--- src/rtl/exception_routing_binding_pkg.sv ---
// Register map, reset values and select codes of the exception router
`default_nettype none
package exception_routing_binding_pkg;
  localparam int EVENT_COUNT = 24;

  // Register indices; the bus byte address is four times the index
  localparam logic [5:0] IDX_FLAG_LO = 6'h10;
  localparam logic [5:0] IDX_FLAG_MID = 6'h11;
  localparam logic [5:0] IDX_FLAG_HI = 6'h12;
  localparam logic [5:0] IDX_CHAN_A_LO = 6'h14;
  localparam logic [5:0] IDX_CHAN_A_MID = 6'h15;
  localparam logic [5:0] IDX_CHAN_A_HI = 6'h16;
  localparam logic [5:0] IDX_CHAN_B_LO = 6'h18;
  localparam logic [5:0] IDX_CHAN_B_MID = 6'h19;
  localparam logic [5:0] IDX_CHAN_B_HI = 6'h1a;
  localparam logic [5:0] IDX_BIND_X_INSTR = 6'h1c;
  localparam logic [5:0] IDX_BIND_X_EVENT = 6'h1d;
  localparam logic [5:0] IDX_BIND_Y_INSTR = 6'h1e;
  localparam logic [5:0] IDX_BIND_Y_EVENT = 6'h1f;
  localparam logic [5:0] IDX_PIN0_CONTROL = 6'h20;
  localparam logic [5:0] IDX_PIN_POLARITY = 6'h26;
  localparam logic [5:0] IDX_IRQ_STATUS = 6'h30;
  localparam logic [5:0] IDX_IRQ_CLEAR = 6'h31;
  localparam logic [5:0] IDX_IRQ_ENABLE = 6'h32;

  // Field positions
  localparam int BIND_ENABLE_BIT = 7;
  localparam int PIN0_DIR_BIT = 7;
  localparam int IRQ_BIND_X = 0;
  localparam int IRQ_BIND_Y = 1;
  localparam int IRQ_PIN0 = 2;
  localparam int IRQ_COUNT = 3;

  // Values after reset
  localparam logic [23:0] MASK_RESET = 24'h000000;
  localparam logic [3:0] INSTR_RESET = 4'h0;
  localparam logic [4:0] EVENT_NUM_RESET = 5'h12;
  localparam logic [6:0] PIN0_CONFIG_RESET = 7'h00;
  localparam logic PIN0_POLARITY_RESET = 1'b1;
  localparam logic [2:0] IRQ_RESET = 3'h0;

  // Highest input configuration that still selects an instruction
  localparam logic [6:0] PIN0_INSTR_MAX = 7'h0f;

  // Output select codes that carry the channel indications
  localparam logic [6:0] SEL_CHAN_A = 7'h21;
  localparam logic [6:0] SEL_CHAN_A_COMP = 7'h22;
  localparam logic [6:0] SEL_CHAN_B = 7'h23;
  localparam logic [6:0] SEL_CHAN_B_COMP = 7'h24;

  typedef enum logic [1:0] {
    BUS_IDLE = 2'b01,
    BUS_ANSWER = 2'b10
  } bus_state_t;
endpackage : exception_routing_binding_pkg
`default_nettype wire

--- src/rtl/exception_routing_binding.sv ---
// Exception routing to pin 0, exception-to-instruction binding, pin 0 control
`default_nettype none
module exception_routing_binding (
  // Clock and reset
  input wire logic clk_sys,
  input wire logic resetn,
  // Avalon-MM slave
  input wire logic [7:0] avs_address,
  input wire logic avs_read,
  input wire logic avs_write,
  input wire logic [31:0] avs_writedata,
  input wire logic [3:0] avs_byteenable,
  output logic [31:0] avs_readdata,
  output logic avs_waitrequest,
  // Exception occurrences, one cycle each
  input wire logic [23:0] eventPulse,
  // Other internal signals selectable on pin 0
  input wire logic [127:0] internalSignals,
  // Pin 0
  input wire logic pin0In,
  output logic pin0Out,
  output logic pin0Oe,
  // Channel indications: A, A complement, B, B complement
  output logic [3:0] chanIndication,
  // Instruction triggers
  output logic bindXFire,
  output logic [3:0] bindXInstr,
  output logic bindYFire,
  output logic [3:0] bindYInstr,
  output logic pin0Fire,
  output logic [3:0] pin0Instr,
  // Interrupt
  output logic irq
);

  // Any selected event in this cycle
  function automatic logic chanHit(input logic [23:0] ev,
                                   input logic [23:0] sel);
    chanHit = |(ev & sel);
  endfunction : chanHit

  // Event number beyond the event set never matches
  function automatic logic bindHit(input logic en, input logic [4:0] num,
                                   input logic [23:0] ev);
    logic hit;
    hit = 1'b0;
    if (en && num < 5'd24) begin
      hit = ev[num];
    end
    bindHit = hit;
  endfunction : bindHit

  exception_routing_binding_pkg::bus_state_t busState_q;
  exception_routing_binding_pkg::bus_state_t busState_d;
  logic [5:0] regIndex;
  logic wrEn;
  logic [7:0] wrByte;
  logic [7:0] rdByte;
  logic [23:0] chanAMask_q;
  logic [23:0] chanBMask_q;
  logic [23:0] pendingFlags_q;
  logic [3:0] bindXInstrNum_q;
  logic [4:0] bindXEventNum_q;
  logic bindXEnable_q;
  logic [3:0] bindYInstrNum_q;
  logic [4:0] bindYEventNum_q;
  logic bindYEnable_q;
  logic pin0IsInput_q;
  logic [6:0] pin0Config_q;
  logic pinPolarity_q;
  logic [2:0] irqStatus_q;
  logic [2:0] irqEnable_q;
  logic [2:0] irqEvents;
  logic [3:0] chanNow;
  logic [127:0] outChoices;
  logic pin0Prev_q;
  logic pin0PrevValid_q;
  logic pin0Edge;
  logic pin0Trigger;
  logic bindXHit;
  logic bindYHit;

  // Bus: one wait cycle, then answer; the read byte is captured meanwhile
  assign regIndex = avs_address[7:2];
  assign wrByte = avs_writedata[7:0];
  assign wrEn = busState_q == exception_routing_binding_pkg::BUS_ANSWER &&
                avs_write && avs_byteenable[0];

  always_comb begin
    busState_d = busState_q;
    unique case (busState_q)
      exception_routing_binding_pkg::BUS_IDLE: begin
        if (avs_read || avs_write) begin
          busState_d = exception_routing_binding_pkg::BUS_ANSWER;
        end
      end
      exception_routing_binding_pkg::BUS_ANSWER: begin
        busState_d = exception_routing_binding_pkg::BUS_IDLE;
      end
      default: begin
        busState_d = exception_routing_binding_pkg::BUS_IDLE;
      end
    endcase
  end

  always_comb begin
    avs_waitrequest = (avs_read || avs_write) &&
                      busState_q != exception_routing_binding_pkg::BUS_ANSWER;
  end

  always_ff @(posedge clk_sys or negedge resetn) begin
    if (!resetn) begin
      busState_q <= exception_routing_binding_pkg::BUS_IDLE;
    end else begin
      busState_q <= busState_d;
    end
  end

  // Reserved bits and unmapped indices read as zero
  always_comb begin
    rdByte = 8'h00;
    unique case (regIndex)
      exception_routing_binding_pkg::IDX_FLAG_LO: rdByte = pendingFlags_q[7:0];
      exception_routing_binding_pkg::IDX_FLAG_MID:
        rdByte = pendingFlags_q[15:8];
      exception_routing_binding_pkg::IDX_FLAG_HI:
        rdByte = pendingFlags_q[23:16];
      exception_routing_binding_pkg::IDX_CHAN_A_LO: rdByte = chanAMask_q[7:0];
      exception_routing_binding_pkg::IDX_CHAN_A_MID: rdByte = chanAMask_q[15:8];
      exception_routing_binding_pkg::IDX_CHAN_A_HI: rdByte = chanAMask_q[23:16];
      exception_routing_binding_pkg::IDX_CHAN_B_LO: rdByte = chanBMask_q[7:0];
      exception_routing_binding_pkg::IDX_CHAN_B_MID: rdByte = chanBMask_q[15:8];
      exception_routing_binding_pkg::IDX_CHAN_B_HI: rdByte = chanBMask_q[23:16];
      exception_routing_binding_pkg::IDX_BIND_X_INSTR:
        rdByte = {4'h0, bindXInstrNum_q};
      exception_routing_binding_pkg::IDX_BIND_X_EVENT:
        rdByte = {bindXEnable_q, 2'b00, bindXEventNum_q};
      exception_routing_binding_pkg::IDX_BIND_Y_INSTR:
        rdByte = {4'h0, bindYInstrNum_q};
      exception_routing_binding_pkg::IDX_BIND_Y_EVENT:
        rdByte = {bindYEnable_q, 2'b00, bindYEventNum_q};
      exception_routing_binding_pkg::IDX_PIN0_CONTROL:
        rdByte = {pin0IsInput_q, pin0Config_q};
      exception_routing_binding_pkg::IDX_PIN_POLARITY:
        rdByte = {7'h00, pinPolarity_q};
      exception_routing_binding_pkg::IDX_IRQ_STATUS:
        rdByte = {5'h00, irqStatus_q};
      exception_routing_binding_pkg::IDX_IRQ_ENABLE:
        rdByte = {5'h00, irqEnable_q};
      default: rdByte = 8'h00;
    endcase
  end

  always_ff @(posedge clk_sys or negedge resetn) begin
    if (!resetn) begin
      avs_readdata <= 32'h00000000;
    end else if (busState_q == exception_routing_binding_pkg::BUS_IDLE &&
                 avs_read) begin
      avs_readdata <= {24'h000000, rdByte};
    end
  end

  // Selection masks
  always_ff @(posedge clk_sys or negedge resetn) begin
    if (!resetn) begin
      chanAMask_q <= exception_routing_binding_pkg::MASK_RESET;
      chanBMask_q <= exception_routing_binding_pkg::MASK_RESET;
    end else if (wrEn) begin
      unique case (regIndex)
        exception_routing_binding_pkg::IDX_CHAN_A_LO:
          chanAMask_q[7:0] <= wrByte;
        exception_routing_binding_pkg::IDX_CHAN_A_MID:
          chanAMask_q[15:8] <= wrByte;
        exception_routing_binding_pkg::IDX_CHAN_A_HI:
          chanAMask_q[23:16] <= wrByte;
        exception_routing_binding_pkg::IDX_CHAN_B_LO:
          chanBMask_q[7:0] <= wrByte;
        exception_routing_binding_pkg::IDX_CHAN_B_MID:
          chanBMask_q[15:8] <= wrByte;
        exception_routing_binding_pkg::IDX_CHAN_B_HI:
          chanBMask_q[23:16] <= wrByte;
        default: begin
        end
      endcase
    end
  end

  // Binding registers
  always_ff @(posedge clk_sys or negedge resetn) begin
    if (!resetn) begin
      bindXInstrNum_q <= exception_routing_binding_pkg::INSTR_RESET;
      bindXEventNum_q <= exception_routing_binding_pkg::EVENT_NUM_RESET;
      bindXEnable_q <= 1'b0;
      bindYInstrNum_q <= exception_routing_binding_pkg::INSTR_RESET;
      bindYEventNum_q <= exception_routing_binding_pkg::EVENT_NUM_RESET;
      bindYEnable_q <= 1'b0;
    end else if (wrEn) begin
      unique case (regIndex)
        exception_routing_binding_pkg::IDX_BIND_X_INSTR:
          bindXInstrNum_q <= wrByte[3:0];
        exception_routing_binding_pkg::IDX_BIND_X_EVENT: begin
          bindXEventNum_q <= wrByte[4:0];
          bindXEnable_q <=
            wrByte[exception_routing_binding_pkg::BIND_ENABLE_BIT];
        end
        exception_routing_binding_pkg::IDX_BIND_Y_INSTR:
          bindYInstrNum_q <= wrByte[3:0];
        exception_routing_binding_pkg::IDX_BIND_Y_EVENT: begin
          bindYEventNum_q <= wrByte[4:0];
          bindYEnable_q <=
            wrByte[exception_routing_binding_pkg::BIND_ENABLE_BIT];
        end
        default: begin
        end
      endcase
    end
  end

  // Pin 0 control and polarity
  always_ff @(posedge clk_sys or negedge resetn) begin
    if (!resetn) begin
      pin0IsInput_q <= 1'b0;
      pin0Config_q <= exception_routing_binding_pkg::PIN0_CONFIG_RESET;
      pinPolarity_q <= exception_routing_binding_pkg::PIN0_POLARITY_RESET;
    end else if (wrEn) begin
      if (regIndex == exception_routing_binding_pkg::IDX_PIN0_CONTROL) begin
        pin0IsInput_q <= wrByte[exception_routing_binding_pkg::PIN0_DIR_BIT];
        pin0Config_q <= wrByte[6:0];
      end
      if (regIndex == exception_routing_binding_pkg::IDX_PIN_POLARITY) begin
        pinPolarity_q <= wrByte[0];
      end
    end
  end

  // Pending flags: a write of zero clears, an event in the same cycle wins
  always_ff @(posedge clk_sys or negedge resetn) begin
    if (!resetn) begin
      pendingFlags_q <= 24'h000000;
    end else begin
      for (int b = 0; b < 3; b++) begin
        if (wrEn && regIndex == exception_routing_binding_pkg::IDX_FLAG_LO +
                    6'(b)) begin
          pendingFlags_q[b*8 +: 8] <= (pendingFlags_q[b*8 +: 8] & wrByte) |
                                      eventPulse[b*8 +: 8];
        end else begin
          pendingFlags_q[b*8 +: 8] <= pendingFlags_q[b*8 +: 8] |
                                      eventPulse[b*8 +: 8];
        end
      end
    end
  end

  // Channel indications
  always_comb begin
    chanNow[0] = chanHit(eventPulse, chanAMask_q);
    chanNow[1] = chanHit(eventPulse, ~chanAMask_q);
    chanNow[2] = chanHit(eventPulse, chanBMask_q);
    chanNow[3] = chanHit(eventPulse, ~chanBMask_q);
  end

  always_ff @(posedge clk_sys or negedge resetn) begin
    if (!resetn) begin
      chanIndication <= 4'h0;
    end else begin
      chanIndication <= chanNow;
    end
  end

  // Pin 0 output mux; channel codes override the generic signal list
  always_comb begin
    outChoices = internalSignals;
    outChoices[exception_routing_binding_pkg::SEL_CHAN_A] = chanNow[0];
    outChoices[exception_routing_binding_pkg::SEL_CHAN_A_COMP] =
      chanNow[1];
    outChoices[exception_routing_binding_pkg::SEL_CHAN_B] = chanNow[2];
    outChoices[exception_routing_binding_pkg::SEL_CHAN_B_COMP] =
      chanNow[3];
  end

  // An input pin is released; the outside drives it
  always_comb begin
    pin0Oe = !pin0IsInput_q;
  end

  always_ff @(posedge clk_sys or negedge resetn) begin
    if (!resetn) begin
      pin0Out <= 1'b0;
    end else if (!pin0IsInput_q) begin
      pin0Out <= outChoices[pin0Config_q];
    end else begin
      pin0Out <= 1'b0;
    end
  end

  // Edge detection; the first sample after reset cannot form an edge
  always_ff @(posedge clk_sys or negedge resetn) begin
    if (!resetn) begin
      pin0Prev_q <= 1'b0;
      pin0PrevValid_q <= 1'b0;
    end else begin
      pin0Prev_q <= pin0In;
      pin0PrevValid_q <= 1'b1;
    end
  end

  always_comb begin
    if (pinPolarity_q) begin
      pin0Edge = pin0PrevValid_q && !pin0Prev_q && pin0In;
    end else begin
      pin0Edge = pin0PrevValid_q && pin0Prev_q && !pin0In;
    end
    pin0Trigger = pin0IsInput_q && pin0Edge &&
      pin0Config_q <= exception_routing_binding_pkg::PIN0_INSTR_MAX;
    bindXHit = bindHit(bindXEnable_q, bindXEventNum_q, eventPulse);
    bindYHit = bindHit(bindYEnable_q, bindYEventNum_q, eventPulse);
  end

  // Instruction triggers, one cycle after the cause
  always_ff @(posedge clk_sys or negedge resetn) begin
    if (!resetn) begin
      bindXFire <= 1'b0;
      bindXInstr <= 4'h0;
      bindYFire <= 1'b0;
      bindYInstr <= 4'h0;
      pin0Fire <= 1'b0;
      pin0Instr <= 4'h0;
    end else begin
      bindXFire <= bindXHit;
      bindXInstr <= bindXInstrNum_q;
      bindYFire <= bindYHit;
      bindYInstr <= bindYInstrNum_q;
      pin0Fire <= pin0Trigger;
      pin0Instr <= pin0Config_q[3:0];
    end
  end

  // Interrupt status: set beats a clear in the same cycle
  always_comb begin
    irqEvents = 3'h0;
    irqEvents[exception_routing_binding_pkg::IRQ_BIND_X] = bindXHit;
    irqEvents[exception_routing_binding_pkg::IRQ_BIND_Y] = bindYHit;
    irqEvents[exception_routing_binding_pkg::IRQ_PIN0] = pin0Trigger;
  end

  always_ff @(posedge clk_sys or negedge resetn) begin
    if (!resetn) begin
      irqStatus_q <= exception_routing_binding_pkg::IRQ_RESET;
    end else if (wrEn &&
                 regIndex == exception_routing_binding_pkg::IDX_IRQ_CLEAR) begin
      irqStatus_q <= (irqStatus_q & ~wrByte[2:0]) | irqEvents;
    end else begin
      irqStatus_q <= irqStatus_q | irqEvents;
    end
  end

  always_ff @(posedge clk_sys or negedge resetn) begin
    if (!resetn) begin
      irqEnable_q <= exception_routing_binding_pkg::IRQ_RESET;
    end else if (wrEn && regIndex ==
                 exception_routing_binding_pkg::IDX_IRQ_ENABLE) begin
      irqEnable_q <= wrByte[2:0];
    end
  end

  always_comb begin
    irq = |(irqStatus_q & irqEnable_q);
  end

endmodule : exception_routing_binding
`default_nettype wire

--- config.mk ---
export PLATFORM = sky130hd
export DESIGN_NAME = exception_routing_binding
export DESIGN_NICKNAME = d
export VERILOG_FILES = /design/src/rtl/exception_routing_binding_pkg.sv /design/src/rtl/exception_routing_binding.sv
export SDC_FILE = /design/constraint.sdc
export NUM_CORES = 1
export LEC_CHECK = 0
export BUFFER_PORTS_ARGS = -buffer_cell sky130_fd_sc_hd__buf_2
export CAP_MARGIN = 30
export CORE_MARGIN = 1
export CORE_UTILIZATION = 52
export DETAILED_ROUTE_END_ITERATION = 10
export PLACE_DENSITY = 0.88
export SLEW_MARGIN = 20
export SYNTH_ARGS = -nofsm -noshare
export SYNTH_HDL_FRONTEND = slang
export SYNTH_SLANG_ARGS = --single-unit
--- constraint.sdc ---
create_clock -name clk_sys -period 3.12 [get_ports clk_sys]
set_clock_uncertainty 0.2 [all_clocks]
set_input_delay 0.624 -clock clk_sys [delete_from_list [all_inputs] [get_ports clk_sys]]
set_output_delay 0.624 -clock clk_sys [all_outputs]
set_load 0.005 [all_outputs]
==> results.md <==
* Routed Antenna Nets at 0
* CORE AREA at 15,300 sq um
* Worst Hold Class: primary input to asynchronous set/reset pin
* Startpoint Class: flop
* FF-to-FF path depth at 7
* FFs w/ async S/R, synth at 100%
* Layout area overhead at 22.8%
* Slew @ Worst Pin at 0.739 ns
* Post-synth EDFFs at 0
* RR Endpoint: pin0Out
* Most frequent cells in the layout: buf_2, dfrtp_1, mux2_1, nand2_1, a22oi_1
* Reg clk slew, reported paths at 0.07 ns
* Critical Path AT at 2.90 ns
* R2R Path Start: chanBMask_q[0]
* Final Wtd Congestion at 1.03
* Share of cells above drive strength 1 at 33.5%
* Worst-path maximum fanout at 4
* Yosys warning count at 0
* Final setup TNS at 0 ns
* IO buf count at 198
* Iter 0 DRT Violations at 979
* Max-cap violations at 0
* DIE HEIGHT at 127 um
* Stages on the worst setup path at 7
* First-pass GRT wire length at 43,300 um
* Final net count at 1,128
* Gates resized, CTS repair at 0
* Remaining Overflow, GRT at 0
* Clock tree sinks at 139
* Total routed wirelength at 28,800 um
* Vias in the first global route at 7,143
* Max Root-Sink Buffers at 2
* Most common cell after layout, fill and taps aside: buf_2
* Final Hold Vio Count at 6
* Max IR drop VDD at 423 uV
* Ys flop type: dfrtp_1
* FP Rows at 45
* Slew HR at 50.5%
* Outcome: complete, but fails checks
* TritonCTS Buffers at 17
* Slowest cell on crit path: nor4_1
* ANT cells at 0
* Leakage at 4.68 nW
* Critical path type: flop to flop
* Largest net degree at the start of global routing at 70
* CTS root buffer: clkbuf_16
* Die Wd at 127 um
* Initial core utilization at 53.4%
* Drt first pass iters at 6
* Final period util at 89.3%
* DRC at 0
* Post-route setup slack at 0.333 ns
* RSZ-0062 raised after global routing: no
* Required @ worst endpoint at 3.24 ns
* Total track usage at 37.0%
* Synth unique cells at 56
* H-Tree Level Count at 4
* Post-CTS setup buffers at 0
* Netlist Area Pre-Place at 8150 sq um
* Post-synthesis cell count at 717
* Syn_area_per_cell at 11.4 sq um
* Final HPWL DP at 22,000 um
* Failing checks: negative hold slack
* Worst path max stage delay at 0.44 ns
* Top-Level Pins at 256
* FF+latch count, synth at 139
* Min cycle time layout at 2.79 ns
* Initial antenna violation count at 0
* Crit end category: flop
* Sequential-to-total area share from yosys stat at 42.8%
* Via density at 6.37
* Fmax at 359 MHz
* Power Density at 469 nW/um^2
* Reg2Reg Setup Slack at 0.33 ns
* Die area at 16,200 sq um
* Clock latency at the later pin of the worst-skew pair at 0.43 ns
* Placement Setup Slack at 0.200 ns
* Worst Path Buf+Inv at 0
* Routed len/inst at 25.0 um
* Via Count at 7,330
* Final setup viols at 0
* Hold slack at -0.0126 ns
* CTS tree: done
* Final Max Slew Viols at 0
* Hold Buf Count CTS at 0
* Critical path cell sequence: a22oi_1 > nand4_1 > nor4_1 > a31oi_1 > a211o_1 > a221o_1 > o2111a_1
* CP delay by family, top: compound AO/OA/AOI/OAI gates
==> report_power, final <==
group / internal [W] / switching [W] / total, W
Combinational: 0.000302 / 0.000370 / 0.000673
Sequential: 0.00190 / 0.0000898 / 0.00199
Clock: 0.00114 / 0.000888 / 0.00203
==> how the worst max path moves through the flow <==
stage | startpoint | endpoint | slack, ns
2_1_floorplan | eventPulse[1] | pin0Out | 0.60
3_5_place_dp | eventPulse[16] | pin0Out | 0.20
3_3_place_gp | eventPulse[16] | pin0Out | 0.16
6_report | chanBMask_q[0] | pin0Out | 0.33
5_1_grt | chanBMask_q[0] | pin0Out | 0.24
4_1_cts | chanAMask_q[16] | pin0Out | 0.47
==> cell usage after synthesis, drive strengths merged (15+ instances only) <==
master | number | area share (%)
nand2 | 55 | 2.6
buf | 36 | 3.1
mux2 | 84 | 12
clkbuf | 26 | 1.2
nand2b | 38 | 2.9
mux4 | 41 | 12
nor2 | 26 | 1.3
dfrtp | 133 | 41
a22oi | 44 | 4.2
nand4 | 15 | 1.2
mux2i | 27 | 3.3
o21ai | 35 | 2.1
inv | 20 | 0.92
==> flip-flops by register name, indices dropped and copies added (netlist names), 5 cells and up <==
name             flops
avs_readdata         8
bindXEventNum_q      5
bindYEventNum_q      5
chanAMask_q         24
chanBMask_q         24
pendingFlags_q      24
pin0Config_q         7
==> routing by layer <==
layer  track usage, %  up-vias  share of wire [%]
met5                0        -                  0
met1             50.9     3574                 40
met2             56.3      545                 45
met3             7.12       96                 10
met4             18.5        0                4.8
li1                 -     3115                  -
==> cells by family (layout without fill, tap and decap cells) <==
kind of cell,count (synthesis),after routing,synth area share (%)
buffers and inverters,82,282,5.19
other,2,25,0.0922
and+or+nand+nor,192,192,12.6
DFF,139,139,42.8
AOI/OAI and AO/OA,150,150,12.9
muxes,152,152,26.4
==> stage by stage <==
step	power (W)	cells	util, %	cell area (sq um)	hold WS (ns)
6_report	0.00469	1151	65.6	10000	-0.0126
5_1_grt	0.00485	1151	65.6	10000	0.0287
4_1_cts	0.00469	1151	65.6	10000	0.0134
3_5_place_dp	0.00267	1119	61.7	9420	0.192
3_3_place_gp	0.00265	1119	61.7	9420	0.181
2_1_floorplan	0.00234	740	-	8240	0.128
==> final cells by class <==
| type | count | area [sq um] |
|---|---|---|
| tap | 211 | 264 |
| timing repair buffer | 230 | 1260 |
| sequential | 139 | 3490 |
| multi-input combinational | 519 | 4330 |
| clock inverter | 15 | 166 |
| clock buffer | 17 | 425 |
| inverter | 20 | 75.1 |
| fill | 1202 | 5250 |
Power figures use the tool's default switching activity.
